`config.mk`:
```
export PLATFORM = sky130hd
export DESIGN_NAME = tad_text_attribute_decoder
export DESIGN_NICKNAME = d
export VERILOG_FILES = /design/src/design/tad_pkg.sv /design/src/design/tad_text_attribute_decoder.sv
export SDC_FILE = /design/constraint.sdc
export NUM_CORES = 1
export LEC_CHECK = 0
export BUFFER_PORTS_ARGS = -buffer_cell sky130_fd_sc_hd__buf_2
export CORE_MARGIN = 5
export CORE_UTILIZATION = 38
export CTS_CLUSTER_SIZE = 10
export DETAILED_ROUTE_END_ITERATION = 10
export GPL_TIMING_DRIVEN = 0
export PLACE_DENSITY = 0.8
export SLEW_MARGIN = 0
export SYNTH_ARGS = -nofsm -noshare
export SYNTH_HDL_FRONTEND = slang
export SYNTH_SLANG_ARGS = --single-unit
```
`constraint.sdc`:
```
create_clock -name clk_in -period 2.5 [get_ports clk_in]
set_clock_uncertainty 0.1 [all_clocks]
set_input_delay 0.125 -clock clk_in [delete_from_list [all_inputs] [get_ports clk_in]]
set_output_delay 0.125 -clock clk_in [all_outputs]
set_load 0.005 [all_outputs]
```
`src/design/tad_pkg.sv`:
```
// Purpose: Shared constants and carrier types for the text attribute decoder.
// Assumes: One 40 MHz clock; all control bits arrive as plain ports.
// Notes: Field positions and counts are named once here; some decode still uses literal bit ranges.
package tad_pkg;

  // ---------------------------------------------------------------------------
  // Attribute byte field positions (alternate terminal format)
  // ---------------------------------------------------------------------------
  localparam int unsigned ATTR_BLINK_BIT = 7;  // Blink or bright background.
  localparam int unsigned ATTR_REV_BIT = 6;    // Reverse video.
  localparam int unsigned ATTR_UL_BIT = 5;     // Underline.
  localparam int unsigned ATTR_SEP_BIT = 4;    // Column separator.
  localparam int unsigned ATTR_INT_BIT = 3;    // Intensity and font set select.

  // ---------------------------------------------------------------------------
  // Colour indices and cell geometry
  // ---------------------------------------------------------------------------
  localparam logic [3:0] COLOR_DARK = 4'h0;    // Normal background index.
  localparam logic [3:0] COLOR_BRIGHT = 4'h8;  // Bright background index.
  localparam logic [3:0] CELL_LAST_NARROW = 4'h7;  // Last pixel of an 8-wide cell.
  localparam logic [3:0] CELL_LAST_WIDE = 4'h8;    // Last pixel of a 9-wide cell.
  localparam logic [7:0] WIDE_HTOTAL_ADJ = 8'h01;    // Wide text: total is count - 1.
  localparam logic [7:0] LEGACY_HTOTAL_ADJ = 8'h05;  // Legacy text: total is count - 5.

  // ---------------------------------------------------------------------------
  // Blink divider bit positions on the vertical sync counter
  // ---------------------------------------------------------------------------
  localparam int unsigned BLINK_CNT_W = 6;     // Counts up to sync / 64.
  localparam int unsigned DIV16_BIT = 3;       // Toggles every 8 syncs.
  localparam int unsigned DIV32_BIT = 4;       // Toggles every 16 syncs.
  localparam int unsigned DIV64_BIT = 5;       // Toggles every 32 syncs.

  // ---------------------------------------------------------------------------
  // Register banks and the memory-mapped window
  // ---------------------------------------------------------------------------
  localparam int unsigned IO_BANK_REGS = 16;       // Extended mode I/O registers.
  localparam int unsigned MMIO_BANK_REGS = 128;    // Coprocessor registers.
  localparam int unsigned BLOCK_ADDR_W = 13;       // 8 KB assigned block.
  localparam logic [2:0] MMIO_TOP_KB = 3'h7;       // Top 1 KB of the 8 KB block.
  localparam logic [7:0] IDX_HSYNC_END = 8'h1A;    // Extended sync end index.
  localparam logic [7:0] IDX_HSYNC_POS_LO = 8'h1C; // Extended sync position indices.
  localparam logic [7:0] IDX_HSYNC_POS_HI = 8'h1E;
  localparam logic [7:0] IDX_ALT_ATTR_CTRL = 8'h6D; // Alternate attribute control.
  localparam logic [15:0] ATTR_MODE_PORT = 16'h03C0; // Legacy attribute port.
  localparam logic [7:0] ATTR_MODE_INDEX = 8'h10;    // Legacy mode control index.

  // ---------------------------------------------------------------------------
  // Packed pixel sizes
  // ---------------------------------------------------------------------------
  typedef enum logic [2:0] {
    TAD_BPP1 = 3'h0,
    TAD_BPP2 = 3'h1,
    TAD_BPP4 = 3'h3,
    TAD_BPP8 = 3'h2,
    TAD_BPP16 = 3'h6
  } tad_bpp_t;

  // Alternate attribute control contents (index 6D).
  typedef struct packed {
    logic enable;          // Alternate attribute decoding on.
    logic cursor_blink;    // Cursor blinks at the alternate rate.
    logic cursor_block;    // 1: full cell cursor, 0: underline-row cursor.
    logic [3:0] cursor_color;  // Cursor colour index.
  } tad_alt_ctrl_t;

  // Legacy and extended horizontal timing fields.
  typedef struct packed {
    logic [7:0] htotal;        // Horizontal total as loaded by software.
    logic [4:0] legacy_hsync_end;   // Legacy retrace end field.
    logic [1:0] legacy_hsync_delay; // Legacy retrace delay field.
    logic legacy_hblank_end_b5;     // Legacy blanking end, bit 5.
    logic [7:0] ext_hsync_end;      // Extended sync end (index 1A).
    logic [7:0] ext_hsync_pos_lo;   // Extended sync position (index 1C).
    logic [7:0] ext_hsync_pos_hi;   // Extended sync position (index 1E).
  } tad_htiming_t;

  // Decoded attribute fields.
  typedef struct packed {
    logic blink;
    logic reverse;
    logic underline;
    logic separator;
    logic intensity;
    logic [2:0] rgb;
  } tad_attr_t;

endpackage : tad_pkg

```
`src/design/tad_text_attribute_decoder.sv`:
```
// Purpose: Text cell colour decode, blink timing, wide text timing selection,
//          packed pixel extraction and register window decode.
// Assumes: All inputs synchronous to clk_in; vsync_pulse_in is one cycle wide.
// Notes: Colour and pixel outputs are registered, one cycle after their inputs.
`timescale 1ns/1ps

module tad_text_attribute_decoder (
  input wire logic clk_in,
  input wire logic rst_in,
  // Mode and configuration.
  input wire logic enhanced_variant_in,
  input wire logic legacy_text_mode_in,
  input wire logic wide_text_mode_in,
  input wire logic opmode_alt_attr_in,
  input wire tad_pkg::tad_alt_ctrl_t alt_ctrl_in,
  input wire logic attr_blink_enable_in,
  input wire logic cell_nine_wide_in,
  input wire tad_pkg::tad_htiming_t htiming_in,
  // Text pixel stream.
  input wire logic vsync_pulse_in,
  input wire logic text_pixel_valid_in,
  input wire logic [7:0] attr_byte_in,
  input wire logic font_bit_in,
  input wire logic [3:0] cell_col_in,
  input wire logic underline_row_in,
  input wire logic cursor_cell_in,
  input wire logic legacy_cursor_row_in,
  // Packed pixel stream.
  input wire logic gfx_pixel_valid_in,
  input wire logic [15:0] gfx_bytes_in,
  input wire logic [2:0] gfx_bpp_in,
  input wire logic [2:0] gfx_pixel_num_in,
  input wire logic gfx_big_endian_in,
  // Register window addresses.
  input wire logic [12:0] mem_offset_in,
  input wire logic [3:0] io_offset_in,
  // Outputs.
  output logic text_color_valid_out,
  output logic [3:0] text_color_out,
  output logic font_set_sel_out,
  output logic [3:0] cell_last_col_out,
  output logic alt_attr_active_out,
  output logic legacy_cursor_on_out,
  output logic legacy_char_on_out,
  output logic alt_cursor_on_out,
  output logic alt_char_on_out,
  output logic [8:0] htotal_chars_out,
  output logic [7:0] hsync_end_out,
  output logic hsync_end_extended_out,
  output logic [15:0] hsync_pos_out,
  output logic hsync_pos_extended_out,
  output logic hblank_end_b5_out,
  output logic gfx_valid_out,
  output logic [7:0] palette_addr_out,
  output logic [15:0] direct_color_out,
  output logic gfx_direct_out,
  output logic mmio_hit_out,
  output logic [6:0] mmio_index_out,
  output logic [3:0] io_index_out
);

  // ---------------------------------------------------------------------------
  // Mode qualification
  // ---------------------------------------------------------------------------

  // Alternate decoding needs the enhanced part, a text mode and both enables.
  wire logic any_text_mode;
  wire logic alt_active;
  assign any_text_mode = legacy_text_mode_in | wide_text_mode_in;
  assign alt_active = enhanced_variant_in & any_text_mode & opmode_alt_attr_in &
                      alt_ctrl_in.enable;
  assign alt_attr_active_out = alt_active;

  // The basic variant is fixed at 8-pixel cells; only the enhanced one may use 9.
  wire logic nine_wide;
  assign nine_wide = enhanced_variant_in & cell_nine_wide_in;
  assign cell_last_col_out = nine_wide ? tad_pkg::CELL_LAST_WIDE :
                             tad_pkg::CELL_LAST_NARROW;

  // ---------------------------------------------------------------------------
  // Horizontal timing selection for wide text
  // ---------------------------------------------------------------------------

  // The character count follows the adjust that software used when loading it.
  wire logic [7:0] htotal_adj;
  assign htotal_adj = wide_text_mode_in ? tad_pkg::WIDE_HTOTAL_ADJ :
                      tad_pkg::LEGACY_HTOTAL_ADJ;
  assign htotal_chars_out = {1'b0, htiming_in.htotal} + {1'b0, htotal_adj};

  // Wide text ignores the legacy end and delay fields and takes the extended ones.
  assign hsync_end_extended_out = wide_text_mode_in;
  assign hsync_end_out = wide_text_mode_in ? htiming_in.ext_hsync_end :
                         {3'h0, htiming_in.legacy_hsync_end};
  assign hsync_pos_extended_out = wide_text_mode_in;
  assign hsync_pos_out = wide_text_mode_in ?
                         {htiming_in.ext_hsync_pos_hi, htiming_in.ext_hsync_pos_lo} :
                         {14'h0000, htiming_in.legacy_hsync_delay};

  // Blanking end bit 5 passes through in every text mode.
  assign hblank_end_b5_out = htiming_in.legacy_hblank_end_b5;

  // ---------------------------------------------------------------------------
  // Blink timing
  // ---------------------------------------------------------------------------

  // Free-running count of vertical syncs; every blink phase is decoded from its bits.
  logic [tad_pkg::BLINK_CNT_W-1:0] sync_count;
  wire logic [tad_pkg::BLINK_CNT_W-1:0] next_sync_count;
  assign next_sync_count = sync_count + 6'h01;

  // Count only on the sync pulse so the rates scale with the refresh rate.
  always_ff @(posedge clk_in) begin
    if (rst_in) begin
      sync_count <= 6'h00;
    end else if (vsync_pulse_in) begin
      sync_count <= next_sync_count;
    end
  end

  // Legacy: cursor /16 and characters /32, both half on.  Alternate: cursor /32
  // half on, characters /64 on for three quarters (off only when both top bits set).
  assign legacy_cursor_on_out = ~sync_count[tad_pkg::DIV16_BIT];
  assign legacy_char_on_out = ~sync_count[tad_pkg::DIV32_BIT];
  assign alt_cursor_on_out = ~sync_count[tad_pkg::DIV32_BIT];
  assign alt_char_on_out = ~(sync_count[tad_pkg::DIV64_BIT] &
                             sync_count[tad_pkg::DIV32_BIT]);

  // ---------------------------------------------------------------------------
  // Attribute field decode
  // ---------------------------------------------------------------------------

  // Overlay the byte on the field layout.
  wire tad_pkg::tad_attr_t attr;
  assign attr = tad_pkg::tad_attr_t'(attr_byte_in);

  // Foreground is intensity over the three colour bits, as in legacy text.
  wire logic [3:0] fg_normal;
  assign fg_normal = {attr.intensity, attr.rgb};

  // The intensity bit also picks the font set in both attribute formats.
  wire logic font_set_sel;
  assign font_set_sel = attr_byte_in[tad_pkg::ATTR_INT_BIT];

  // With blinking off the top bit means a bright background instead.
  wire logic bg_bright;
  wire logic blink_request;
  assign bg_bright = ~attr_blink_enable_in & attr.blink;
  assign blink_request = attr_blink_enable_in & attr.blink;

  // ---------------------------------------------------------------------------
  // Alternate attribute colour path
  // ---------------------------------------------------------------------------

  // Base background index is 0, or 8 with the bright background.
  wire logic [3:0] alt_base_bg;
  assign alt_base_bg = bg_bright ? tad_pkg::COLOR_BRIGHT : tad_pkg::COLOR_DARK;

  // Reverse swaps roles; the foreground then becomes the base background index.
  wire logic [3:0] alt_fg;
  wire logic [3:0] alt_bg;
  assign alt_fg = attr.reverse ? alt_base_bg : fg_normal;
  assign alt_bg = attr.reverse ? fg_normal : alt_base_bg;

  // Edge pixels of the cell on the underline row carry the separator.
  wire logic edge_col;
  wire logic sep_pixel;
  wire logic ul_pixel;
  assign edge_col = (cell_col_in == 4'h0) | (cell_col_in == cell_last_col_out);
  assign sep_pixel = attr.separator & underline_row_in & edge_col;
  assign ul_pixel = attr.underline & underline_row_in;

  // A blinking character's glyph shows only its background in the off phase.
  wire logic alt_glyph_on;
  assign alt_glyph_on = font_bit_in & ~(blink_request & ~alt_char_on_out);

  // The cursor follows the alternate control register: shape, blink and colour.
  wire logic alt_cursor_shape;
  wire logic alt_cursor_lit;
  assign alt_cursor_shape = alt_ctrl_in.cursor_block | underline_row_in;
  assign alt_cursor_lit = cursor_cell_in & alt_cursor_shape &
                          (~alt_ctrl_in.cursor_blink | alt_cursor_on_out);

  // Priority: cursor, then separator (stays visible over underline), then
  // underline, then glyph.  Separator uses background when underline is set so
  // the two never merge into one solid bar.
  logic [3:0] alt_color;
  always_comb begin
    if (alt_cursor_lit) begin
      alt_color = alt_ctrl_in.cursor_color;
    end else if (sep_pixel) begin
      alt_color = attr.underline ? alt_bg : alt_fg;
    end else if (ul_pixel) begin
      alt_color = alt_fg;
    end else if (alt_glyph_on) begin
      alt_color = alt_fg;
    end else begin
      alt_color = alt_bg;
    end
  end

  // ---------------------------------------------------------------------------
  // Legacy attribute colour path
  // ---------------------------------------------------------------------------

  // Background is three bits, or four when the top bit is used for brightness.
  wire logic [3:0] legacy_bg;
  assign legacy_bg = attr_blink_enable_in ? {1'b0, attr_byte_in[6:4]} :
                     attr_byte_in[7:4];

  // Legacy underline is a colour decode: blue-only foreground on black.
  wire logic legacy_ul;
  assign legacy_ul = underline_row_in & (attr_byte_in[6:4] == 3'h0) &
                     (attr_byte_in[2:0] == 3'h1);

  // Legacy blinking uses the legacy character rate.
  wire logic legacy_glyph_on;
  assign legacy_glyph_on = (font_bit_in | legacy_ul) &
                           ~(blink_request & ~legacy_char_on_out);

  // Legacy cursor takes its shape from the row hit and the foreground colour.
  wire logic legacy_cursor_lit;
  assign legacy_cursor_lit = cursor_cell_in & legacy_cursor_row_in & legacy_cursor_on_out;

  wire logic [3:0] legacy_color;
  assign legacy_color = (legacy_cursor_lit | legacy_glyph_on) ? fg_normal : legacy_bg;

  // ---------------------------------------------------------------------------
  // Text output register
  // ---------------------------------------------------------------------------

  // Colour leaves a register so the palette sees a clean index each cycle.
  wire logic [3:0] next_text_color;
  assign next_text_color = alt_active ? alt_color : legacy_color;

  always_ff @(posedge clk_in) begin
    if (rst_in) begin
      text_color_valid_out <= 1'b0;
      text_color_out <= 4'h0;
      font_set_sel_out <= 1'b0;
    end else begin
      text_color_valid_out <= text_pixel_valid_in & any_text_mode;
      if (text_pixel_valid_in) begin
        text_color_out <= next_text_color;
        font_set_sel_out <= font_set_sel;
      end
    end
  end

  // ---------------------------------------------------------------------------
  // Packed pixel extraction
  // ---------------------------------------------------------------------------

  // Bits per pixel as a shift exponent (1, 2, 4, 8 -> 0..3).
  logic [1:0] bpp_log;
  logic [7:0] bpp_mask;
  always_comb begin
    case (gfx_bpp_in)
      tad_pkg::TAD_BPP1: begin
        bpp_log = 2'h0;
        bpp_mask = 8'h01;
      end
      tad_pkg::TAD_BPP2: begin
        bpp_log = 2'h1;
        bpp_mask = 8'h03;
      end
      tad_pkg::TAD_BPP4: begin
        bpp_log = 2'h2;
        bpp_mask = 8'h0F;
      end
      default: begin
        bpp_log = 2'h3;
        bpp_mask = 8'hFF;
      end
    endcase
  end

  // Little-endian puts pixel n at bit n*bpp; big-endian counts from the top.
  wire logic [2:0] pix_shift_le;
  wire logic [2:0] pix_shift_be;
  wire logic [2:0] pix_shift;
  wire logic [7:0] pix_byte;
  assign pix_shift_le = 3'(gfx_pixel_num_in << bpp_log);
  assign pix_shift_be = 3'(~pix_shift_le - 3'((8'h01 << bpp_log) - 8'h01));
  assign pix_shift = gfx_big_endian_in ? pix_shift_be : pix_shift_le;
  assign pix_byte = gfx_bytes_in[7:0];

  // Direct colour spans two bytes; big-endian stores the high byte first.
  wire logic is_direct;
  wire logic [15:0] direct_word;
  assign is_direct = (gfx_bpp_in == tad_pkg::TAD_BPP16);
  assign direct_word = gfx_big_endian_in ? {gfx_bytes_in[7:0], gfx_bytes_in[15:8]} :
                       gfx_bytes_in;

  // At 1 to 8 bits the pixel value itself is the palette address.
  wire logic [7:0] next_palette_addr;
  assign next_palette_addr = (pix_byte >> pix_shift) & bpp_mask;

  always_ff @(posedge clk_in) begin
    if (rst_in) begin
      gfx_valid_out <= 1'b0;
      gfx_direct_out <= 1'b0;
      palette_addr_out <= 8'h00;
      direct_color_out <= 16'h0000;
    end else begin
      gfx_valid_out <= gfx_pixel_valid_in;
      if (gfx_pixel_valid_in) begin
        gfx_direct_out <= is_direct;
        palette_addr_out <= is_direct ? 8'h00 : next_palette_addr;
        direct_color_out <= is_direct ? direct_word : 16'h0000;
      end
    end
  end

  // ---------------------------------------------------------------------------
  // Register window decode
  // ---------------------------------------------------------------------------

  // Only the top kilobyte of the 8 KB block answers; the rest is ROM or empty.
  // 128 registers fill that kilobyte at eight bytes apart.
  assign mmio_hit_out = (mem_offset_in[12:10] == tad_pkg::MMIO_TOP_KB);
  assign mmio_index_out = mem_offset_in[9:3];
  assign io_index_out = io_offset_in;

endmodule : tad_text_attribute_decoder

```
Yosys cells after proc, flatten, opt, wreduce, memory -nomap -nowiden
Index checks and enable logic that the tools add are counted.

word-level totals
  flip-flop bits (word level) = 38
  input bits = 114

operators by class
  add/subtract/negate cells = 4
  shifts and indexed selects = 3
  bitwise gates (word level) = 36
  mux-type cells = 21
  reductions and logical operators = 3
  equal/unequal tests = 6

operators with widths
  operator                                                            number
  16-bit two-way mux                                                  3
  4-bit two-way mux                                                   12
  8-bit case mux with 3 select lines                                  1
  1-bit bitwise AND                                                   21
  8-bit two-way mux                                                   2
  8-bit by 3-bit adder with 9-bit output                              1
  8-bit bitwise AND                                                   1
  8-bit by 3-bit >> shifter with 8-bit output                         1
  1-bit inverter                                                      7
  6-bit by 1-bit adder with 6-bit output, second input constant       1
  3-bit by 1-bit == test with 1-bit output, second input constant     2
  3-bit == test, second input constant                                2
  3-bit logical NOT                                                   2
  3-bit two-way mux                                                   2
  1-bit OR                                                            6
  2-bit case mux with 3 select lines                                  1
  4-bit == test                                                       1
  4-bit logical NOT                                                   1
  3-bit by 2-bit == test with 1-bit output, second input constant     1
  3-bit inverter                                                      1
  1-bit by 2-bit left shift with 3-bit output, first input constant   1
  3-bit by 2-bit left shift with 3-bit output                         1
  3-bit by 1-bit subtractor with 3-bit output, second input constant  1
  3-bit subtractor                                                    1

Longest topological paths before layout
Gate-level depths: netlist (run 1).

  depth in word-level cells = 9
  depth in mapped cells = 12
  mapped depth without buffers = 11

Worst setup path after synthesis (run 1)
OpenSTA, ideal clock, no wires.

  kind = input-to-reg
  from = in gfx_bpp_in[0]
  to = reg palette_addr_out[0]
  stages = 12
  slack = -64 ps
  data arrival time = 2347 ps
  cell sequence = buf_2 mux2i_1 nor2_1 ha_1 inv_1 ha_1 xnor2_1 o211ai_1 a21oi_2 nor2_4 mux2_4 a22o_1

on the way
  word-level cells in the longest chain between the ends = 9
  elaborated cells between the ends (all ways) = 14
  those cells by class = add/sub (2); eq/ne (3); shift (3); mux (3); bitwise (2); reduce/logical (1)

ends and longest elaborated chain
  element                                                                                                     RTL line                                                              source
  from (decl)                                                                                                 tad_text_attribute_decoder.sv:31                                      input wire logic [2:0] gfx_bpp_in,
  3-bit by 2-bit == test with 1-bit output (tied with other cells)                                            tad_text_attribute_decoder.sv:257                                     case (gfx_bpp_in)
  2-bit case mux with 3 select lines                                                                          tad_text_attribute_decoder.sv:257
  1-bit by 2-bit left shift with 3-bit output or 3-bit by 2-bit left shift with 3-bit output (tied branches)  tad_text_attribute_decoder.sv:283, tad_text_attribute_decoder.sv:282
  3-bit by 1-bit subtractor with 3-bit output or 3-bit inverter (tied branches)                               tad_text_attribute_decoder.sv:283                                     assign pix_shift_be = 3'(~pix_shift_le - 3'((8'h01 << bpp_log) - 8'h01));
  3-bit subtractor                                                                                            tad_text_attribute_decoder.sv:283
  3-bit two-way mux                                                                                           tad_text_attribute_decoder.sv:284                                     assign pix_shift = gfx_big_endian_in ? pix_shift_be : pix_shift_le;
  8-bit by 3-bit >> shifter with 8-bit output                                                                 tad_text_attribute_decoder.sv:296                                     assign next_palette_addr = (pix_byte >> pix_shift) & bpp_mask;
  8-bit bitwise AND                                                                                           tad_text_attribute_decoder.sv:296
  8-bit two-way mux *                                                                                         tad_text_attribute_decoder.sv:308                                     palette_addr_out <= is_direct ? 8'h00 : next_palette_addr;
  to (signal assigned)                                                                                        tad_text_attribute_decoder.sv:308
  to (decl)                                                                                                   tad_text_attribute_decoder.sv:54                                      output logic [7:0] palette_addr_out,

Every way passes the cells marked *; elsewhere a longest branch is shown, timed or not.
A chain may end at the register's enable or synchronous reset.

Worst setup path in the final report (run 1)
Same ends and word-level chain as after synthesis.

==> run metrics, run 1 <==
status=complete, no violations; period utilization=0.935; Ports=203; clock share of power=0.267; Mapped Cells=367; Synth Register Bits=38; min Tclk post-route=2.34 ns; Hold Slack=0.0260 ns; Slew Viols, Final=0; Die ar.=9790 sq um; Std-Cell Rows=32; sw frac=0.315; Leakage=0.00207 uW; Mapped Area=3010 sq um; setup bufs post-CTS=0; root buf cell=clkbuf_8; clock sink count=38; DRT iter0 DRCs=94; cell-internal power=1090 uW; top post-synthesis cells by area=dfxtp_1 25%, mux2_2 8.6%, mux2i_1 6.3%; vias in the first global route=3,245; later-pin clock latency in the skew report=0.29 ns; post_cts resized=0; cell mode on critical path=mux2i_1; # H-tree levels=2; clk slew on worst S/H paths=0.07 ns; Critical Path RT=2.59 ns; worst hold path class=in2reg; post-synth top area share=0.253; first-pass GRT wire length=15.6 mm; GP Congestion=0.979; CP Launch Type=input port; total congestion overflow=0; area grow syn2layout=38.8%; Avg WL per Cell=15.4 um; Setup Total Neg Slack=0 ns; core footprint=7730 sq um; routed wire length=10.2 mm; Detail Route Antenna Nets=0; # port buffers=183; Post-synth EDFFs=0; height of the die=98.9 um; width of the die=98.9 um; crit-path cells=buf_2 > nor3_4 > nand2_1 > ha_1 > and2_1 > a31oi_1 > mux2i_1 > mux2i_1 > mux2_4 > a22o_1; Post-synth top flop=dfxtp_1; Final HPWL DP=8.64 mm; max-cap violation count=0; setup repair after global routing missed its margin=false; sw power=500 uW; # setup viols final=0; initial antenna violation count=0; VDD IR max=0.000238 V; largest net degree at the start of global routing=13; residual DRC count=0; Pre-Repair DR Iteration Count=4; share of cells above drive strength 1=0.450; Comb pwr share=0.327; Via density=5.10; Max Fclk=428 MHz; synthesized area per cell=8.19 sq um; Max-slew headroom=0.694; worst-path fanout max=8; Antenna Cells=0; sequential fraction of the synthesis area=0.253; vias=3,376; Clock Path Buffers=2; commonest non-fill, non-tap cell in the layout=buf_2; Crit Path Class=in2reg; Critical Path Max Stage Delay=0.41 ns; most frequent cells in the layout=190 x buf_2, 38 x dfxtp_1, 33 x nand2_1, 26 x a21oi_1, 23 x mux2_2; Num CTS Buffers=5; fraction of registers with async set/reset=0; CTS tree=yes; GR Util All Layers=0.194; PwrDens=381 nW/um^2; Sequential Power Share=0.406; critical path capture point type=flop; # hold bufs at CTS=2; Post-layout nets=679; Yosys warning total=0; final hold vios=0; Post-Syn Nets=487; Distinct cells, synth=63; Slew @ Worst Pin=0.459 ns; Synth area leader=dfxtp_1; starting density of the core=0.389; Critical Path Slowest Stage Cell=mux2i_1; crit path DAT=2.42 ns
## synth_stat cells, types with 3 or more instances
library cell	n
a21oi_1	26
a22oi_1	3
a2bb2oi_1	3
a31oi_1	3
and2_1	22
and3_1	4
buf_2	7
buf_4	18
clkbuf_1	10
dfxtp_1	38
ha_1	6
inv_1	18
mux2_2	23
mux2i_1	19
nand2_1	33
nand3_1	21
nand4_1	6
nand4b_1	3
nor2_1	18
nor2b_1	5
nor3_1	4
nor3b_1	3
o211ai_1	6
o21a_1	3
o31ai_1	5
xnor2_1	7
xor2_1	7
## layer usage
metal  track usage  share of wire  vias to the layer above
met5             0              0                        -
li1              -              -                     1682
met2         0.351           0.51                      138
met3        0.0545          0.081                       23
met1         0.209           0.38                     1533
met4        0.0840          0.034                        0
## logic make-up (layout without fill, tap and decap cells)
logic type / count (synthesis) / after routing / share of synthesized area
compound gates: 75 / 75 / 0.183
buf+inv: 55 / 248 / 0.0941
fa+ha+maj: 6 / 6 / 0.0250
xor+xnor: 14 / 14 / 0.0408
flops: 38 / 38 / 0.253
simple gates: 135 / 135 / 0.245
mux: 44 / 44 / 0.159
## layout make-up
| class | instances | area [sq um] |
|---|---|---|
| Multi-Input combinational cell | 274 | 1980 |
| Tap cell | 102 | 128 |
| Inverter | 18 | 67.6 |
| Timing Repair Buffer | 185 | 936 |
| Clock buffer | 6 | 72.6 |
| Buffer | 37 | 215 |
| Fill cell | 748 | 3560 |
| Sequential cell | 38 | 761 |
| Clock inverter | 2 | 13.8 |
## critical path: cells and delay by family
| family | cells | cell delay [ns] |
|---|---|---|
| and+or+nand+nor | 3 | 0.53 |
| AOI/OAI and AO/OA | 2 | 0.45 |
| adders and majority gates | 1 | 0.28 |
| muxes | 3 | 0.87 |
| buffers and inverters | 1 | 0.16 |
## state kept, by name (all words and copies together), names as in the netlist
| name | cells |
|---|---|
| direct_color_out | 16 |
| palette_addr_out | 8 |
| sync_count | 6 |
| text_color_out | 4 |
| font_set_sel_out | 1 |
| gfx_direct_out | 1 |
| gfx_valid_out | 1 |
| text_color_valid_out | 1 |
## path summary, 6_finish.rpt
kind / start / endpoint / slack, ns / cells past startpoint
hold / removal: attr_byte_in[2] / text_color_out[2]$_SDFFE_PP0P_ / 0.03 / 3
setup / recovery: gfx_bpp_in[0] / palette_addr_out[0]$_SDFFE_PP0P_ / 0.16 / 10
hold reg to reg: direct_color_out[6]$_SDFFE_PP0P_ / direct_color_out[6]$_SDFFE_PP0P_ / 0.36 / 2
setup reg to reg: sync_count[4]$_SDFFE_PP0P_ / text_color_out[0]$_SDFFE_PP0P_ / 0.40 / 6
## power by group through the flow
stage / logic (uW) / clock network (uW) / registers [uW]
2_1_floorplan: 290 / 0 / 659
3_3_place_gp: 503 / 0 / 659
3_5_place_dp: 518 / 0 / 660
4_1_cts: 523 / 437 / 646
5_1_grt: 571 / 470 / 649
6_report: 520 / 424 / 646
## per-stage QoR
step                setup slack (ns)  power [uW]  instance area (sq um)  instances  utilization
finish                         0.164        1590                   4170        662        0.540
global route                 0.00867        1690                   4170        662        0.540
CTS                            0.188        1610                   4170        662        0.540
detailed placement            -0.120        1180                   4060        652        0.526
global placement             -0.0977        1160                   4060        652        0.526
floorplan                    0.00409         949                   3020        367            -
No activity file was read; power rests on OpenSTA's default activity.
==> inputs of run 2 (changes only) <==
--- a/config.mk
+++ b/config.mk
@@ -5,8 +5,7 @@
 export SDC_FILE = /design/constraint.sdc
 export NUM_CORES = 1
 export LEC_CHECK = 0
-export BUFFER_PORTS_ARGS = -buffer_cell sky130_fd_sc_hd__buf_2
-export CORE_MARGIN = 5
+export BUFFER_PORTS_ARGS = -buffer_cell sky130_fd_sc_hd__buf_4
 export CORE_UTILIZATION = 38
 export CTS_CLUSTER_SIZE = 10
 export DETAILED_ROUTE_END_ITERATION = 10
==> run metrics, run 2 (synthesized netlist as in run 1, its figures left out) <==
final hold vios=0 (unchanged); Placed Area=4520 sq um (+11%); worst-path fanout max=8 (unchanged); # hold bufs at CTS=2 (unchanged); Avg WL per Cell=15.1 um (-1.9%); Met2 Wirelength=5.30 mm (+3.2%); Detail Route Antenna Nets=0 (unchanged); vias=3,430 (+1.6%); max reg flops=16 (unchanged); width of the die=90.9 um (-8.1%); Pre-Repair DR Iteration Count=4 (unchanged); area grow syn2layout=55.7%; post_cts resized=0 (unchanged); DRT iter0 DRCs=105 (+12%); later-pin clock latency in the skew report=0.29 ns (about the same); most frequent cells in the layout=201 x buf_4, 38 x dfxtp_1, 33 x nand2_1, 26 x a21oi_1, 23 x mux2_2; Crit Path Class=in2reg; VDD IR max=0.000262 V (+9.9%); Post-layout nets=679 (unchanged); non-filler cells, final=662 (unchanged); DR top layer=met4; # H-tree levels=2 (unchanged); share of cells above drive strength 1=0.452 (+0.00179); Die ar.=8270 sq um (-16%); placed insts=652 (unchanged); Antenna Cells=0 (unchanged); Final Instance Area=4680 sq um (+12%); starting density of the core=0.391 (+0.00203); initial antenna violation count=0 (unchanged); Clock Path Buffers=2 (unchanged); # port buffers=183 (unchanged); status=complete, no violations; clk slew on worst S/H paths=0.08 ns (about the same); PwrDens=401 nW/um^2 (+5.3%); routed wire length=9.98 mm (-1.9%); Std-Cell Rows=32 (unchanged); min Tclk post-route=2.33 ns (-0.00812 ns); Critical Path RT=2.59 ns (about the same); critical path capture point type=flop; clock sink count=38 (unchanged); Max-slew headroom=0.672 (-0.0219); height of the die=90.9 um (-8.1%); GR Util All Layers=0.232 (+0.0378); Max Fclk=429 MHz (+0.35%); first-pass GRT wire length=15.5 mm (-0.93%); setup repair after global routing missed its margin=false; Leakage=0.00222 uW (+7.2%); Setup crit start=gfx_bpp_in[0]; crit path DAT=2.42 ns (about the same); worst hold path class=in2reg; Reg with most FFs=direct_color_out; GP Congestion=0.840 (-14%); total congestion overflow=0 (unchanged); core footprint=7690 sq um (-0.52%); Core Util, Final=0.609 (+0.0691); setup bufs post-CTS=0 (unchanged); period utilization=0.931 (-0.00325); Setup Total Neg Slack=0 ns (unchanged); biggest regs=direct_color_out (16), palette_addr_out (8), sync_count (6); Met3 Wirelength=612 um (-26%); Via density=5.18 (+1.6%); largest net degree at the start of global routing=14 (+1); Reg2Reg Launch Point=sync_count[4]$_SDFFE_PP0P_; commonest non-fill, non-tap cell in the layout=buf_4; max-cap violation count=0 (unchanged); # setup viols final=0 (unchanged); Worst Hold Launch=vsync_pulse_in; vias in the first global route=3,254 (+0.28%); Final HPWL DP=8.18 mm (-5.3%); Slew @ Worst Pin=0.492 ns (+0.0329 ns); Slew Viols, Final=0 (unchanged); Hold Slack=0.0172 ns (-0.00886 ns); Ports=203 (unchanged); M1 WL=3.90 mm (+1.2%); Num CTS Buffers=5 (unchanged); CTS tree=yes; residual DRC count=0 (unchanged); CP Launch Type=input port; root buf cell=clkbuf_8
## run 2: final timing paths
path / slack [ns] / end / depth (start not counted)
max: 0.17 / palette_addr_out[0]$_SDFFE_PP0P_ / 12
min reg2reg: 0.37 / direct_color_out[9]$_SDFFE_PP0P_ / 2
max reg2reg: 0.43 / text_color_out[0]$_SDFFE_PP0P_ / 6
min: 0.02 / sync_count[1]$_SDFFE_PP0P_ / 3
## run 2: routing by layer
metal / GRT usage / up-vias
met5: 0 / -
met4: 0.0608 / 0
met3: 0.0477 / 14
met2: 0.444 / 131
met1: 0.257 / 1608
li1: - / 1677
## run 2: stage by stage
stage,power (uW),setup slack [ns]
detailed placement,1260,-0.133
finish,1880,0.172
floorplan,949,0.00409
global placement,1250,-0.108
global route,1970,0.0299
CTS,1880,0.171
## run 2: final cells by class
type	count	area [sq um]
Fill cell	688	3010
Multi-Input combinational cell	274	1980
Timing Repair Buffer	185	1390
Sequential cell	38	761
Buffer	37	215
Tap cell	102	128
Clock buffer	5	68.8
Clock inverter	3	68.8
Inverter	18	67.6
## run 2: worst max-delay path, cell delays in order
cell and delay, ns:
buf_2 0.20, mux2i_1 0.26, nor2_1 0.07, ha_1 0.27, inv_1 0.04, ha_1 0.22, xnor2_2 0.17, or2_1 0.25
a21oi_4 0.23, nor2_4 0.09, mux2_4 0.31, a22o_1 0.19
## run 2: power breakdown
| group | switching, uW | total, uW | internal [uW] |
|---|---|---|---|
| sequential | 16.9 | 647 | 630 |
| combinational | 260 | 600 | 340 |
| clock | 230 | 630 | 400 |
==> inputs of run 3 (changes only) <==
--- a/config.mk
+++ b/config.mk
@@ -6,6 +6,7 @@
 export NUM_CORES = 1
 export LEC_CHECK = 0
 export BUFFER_PORTS_ARGS = -buffer_cell sky130_fd_sc_hd__buf_4
+export CORE_MARGIN = 8
 export CORE_UTILIZATION = 38
 export CTS_CLUSTER_SIZE = 10
 export DETAILED_ROUTE_END_ITERATION = 10
==> run metrics, run 3 (synthesized netlist as in run 1, its figures left out) <==
most frequent cells in the layout=202 x buf_4, 38 x dfxtp_1, 33 x nand2_1, 26 x a21oi_1, 23 x mux2_2; share of cells above drive strength 1=0.453 (+0.000977); clk slew on worst S/H paths=0.07 ns (about the same); initial antenna violation count=0 (unchanged); root buf cell=clkbuf_8; total congestion overflow=0 (unchanged); biggest regs=direct_color_out (16), palette_addr_out (8), sync_count (6); CP Launch Type=input port; Avg WL per Cell=17.7 um (+17%); worst-path fanout max=8 (unchanged); Max-slew headroom=0.624 (-0.0482); Ports=203 (unchanged); # port buffers=183 (unchanged); GR Util All Layers=0.199 (-0.0330); Reg with most FFs=direct_color_out; total power=1710 uW (-9.1%); Final HPWL DP=9.96 mm (+22%); Die ar.=11,000 sq um (+33%); Std-Cell Rows=32 (unchanged); Num CTS Buffers=5 (unchanged); CTS tree=yes; Crit Path Class=in2reg; status=complete, no violations; Via density=5.21 (+0.64%); reg-to-reg slack, setup=0.33 ns (-0.10 ns); core footprint=7690 sq um (unchanged); period utilization=0.955 (+0.0239); crit path DAT=2.47 ns (+0.05 ns); Post-layout nets=680 (+0.15%); area grow syn2layout=54.9%; Detail Route Antenna Nets=0 (unchanged); Layout fillers=701 (+1.9%); # H-tree levels=2 (unchanged); first-pass GRT wire length=18.3 mm (+18%); DRT iter0 DRCs=141 (+34%); routed wire length=11.7 mm (+17%); worst hold path class=in2reg; critical path capture point type=flop; final hold vios=0 (unchanged); vias in the first global route=3,604 (+11%); Critical Path RT=2.59 ns (about the same); Clock Path Buffers=2 (unchanged); Antenna Cells=0 (unchanged); max reg flops=16 (unchanged); commonest non-fill, non-tap cell in the layout=buf_4; starting density of the core=0.391 (unchanged); worst hold stages=3 (unchanged); largest net degree at the start of global routing=12 (-2); residual DRC count=0 (unchanged); Slew @ Worst Pin=0.557 ns (+0.0652 ns); pre-CTS WS=-0.212 ns (-0.0794 ns); vias=3,457 (+0.79%); FF-to-FF path depth=6 (unchanged); height of the die=105 um (+15%); max-cap violation count=0 (unchanged); # setup viols final=0 (unchanged); clock sink count=38 (unchanged); Max Fclk=419 MHz (-2.5%); min Tclk post-route=2.39 ns (+0.0598 ns); Endpoint, Worst Hold=sync_count[0]$_SDFFE_PP0P_; later-pin clock latency in the skew report=0.28 ns (about the same); VDD IR max=0.000314 V (+20%); reg2reg end=text_color_out[0]$_SDFFE_PP0P_; Reg2Reg Launch Point=sync_count[4]$_SDFFE_PP0P_; GP Congestion=0.902 (+7.3%); slack of the critical path=0.112 ns (-0.0598 ns); Worst Hold Launch=vsync_pulse_in; Pre-Repair DR Iteration Count=4 (unchanged); width of the die=105 um (+15%); Leakage=0.00221 uW (-0.71%); setup repair after global routing missed its margin=false; PwrDens=367 nW/um^2 (-8.6%); Slew Viols, Final=0 (unchanged)
## run 3: timing repair
action                                  in CTS  in global routing
gates resized for setup                      0                  3
endpoints found under the setup margin       0                  4
hold endpoints to repair                     2                  0
setup buffers                                0                  1
hold buffers                                 2                  0
## run 3: routing by layer
layer	wire, um	up-vias	track usage
li1	-	1682	-
met1	4380	1606	0.207
met2	6180	150	0.377
met3	889	19	0.0541
met4	263	0	0.0591
met5	0	-	0
## run 3: through the flow
step	std cells	setup TNS, ns	hold WS [ns]	utilization	instance area [sq um]
5_1_grt	663	0	0.0429	0.606	4660
6_report	663	0	0.0221	0.606	4660
4_1_cts	662	0	0.0138	0.603	4630
2_1_floorplan	367	0	0.135	-	3020
3_5_place_dp	652	-1.01	0.243	0.588	4520
3_3_place_gp	652	-0.640	0.238	0.588	4520
## run 3: how the worst max path moves through the flow
stage / from / end / slack (ns)
detailed placement: gfx_bpp_in[0] / palette_addr_out[0]$_SDFFE_PP0P_ / -0.21
finish: gfx_bpp_in[0] / palette_addr_out[0]$_SDFFE_PP0P_ / 0.11
CTS: gfx_bpp_in[0] / palette_addr_out[6]$_SDFFE_PP0P_ / 0.09
global route: gfx_bpp_in[0] / palette_addr_out[0]$_SDFFE_PP0P_ / 0.002
floorplan: gfx_bpp_in[0] / palette_addr_out[0]$_SDFFE_PP0P_ / 0.004
global placement: gfx_bpp_in[0] / palette_addr_out[0]$_SDFFE_PP0P_ / -0.16
## run 3: cell type report
cell class                 instances  area, sq um  share of cell area
inverter                          18         67.6              0.0145
clock buffer                       7         86.3              0.0185
timing repair buffer             186         1400               0.301
multi-input combinational        274         1990               0.427
buffer                            37          218              0.0468
clock inverter                     1         5.00             0.00107
tap                              102          128              0.0274
sequential                        38          761               0.163
## run 3: power by group
part / total [uW] / switching, uW / leakage [uW] / internal [uW]
combinational: 620 / 275 / 0.00185 / 345
clock: 440 / 218 / 0.0000482 / 223
sequential: 647 / 16.1 / 0.000309 / 631
total: 1710 / 509 / 0.00221 / 1200
## run 3: worst max-delay path: stages
cell	delay, ns
clkbuf_4	0.19
mux2i_2	0.27
nor2_1	0.08
ha_1	0.28
inv_1	0.04
ha_1	0.22
xnor2_2	0.20
o211ai_1	0.18
a21oi_4	0.29
nor2_4	0.10
mux2_4	0.32
a22o_1	0.19
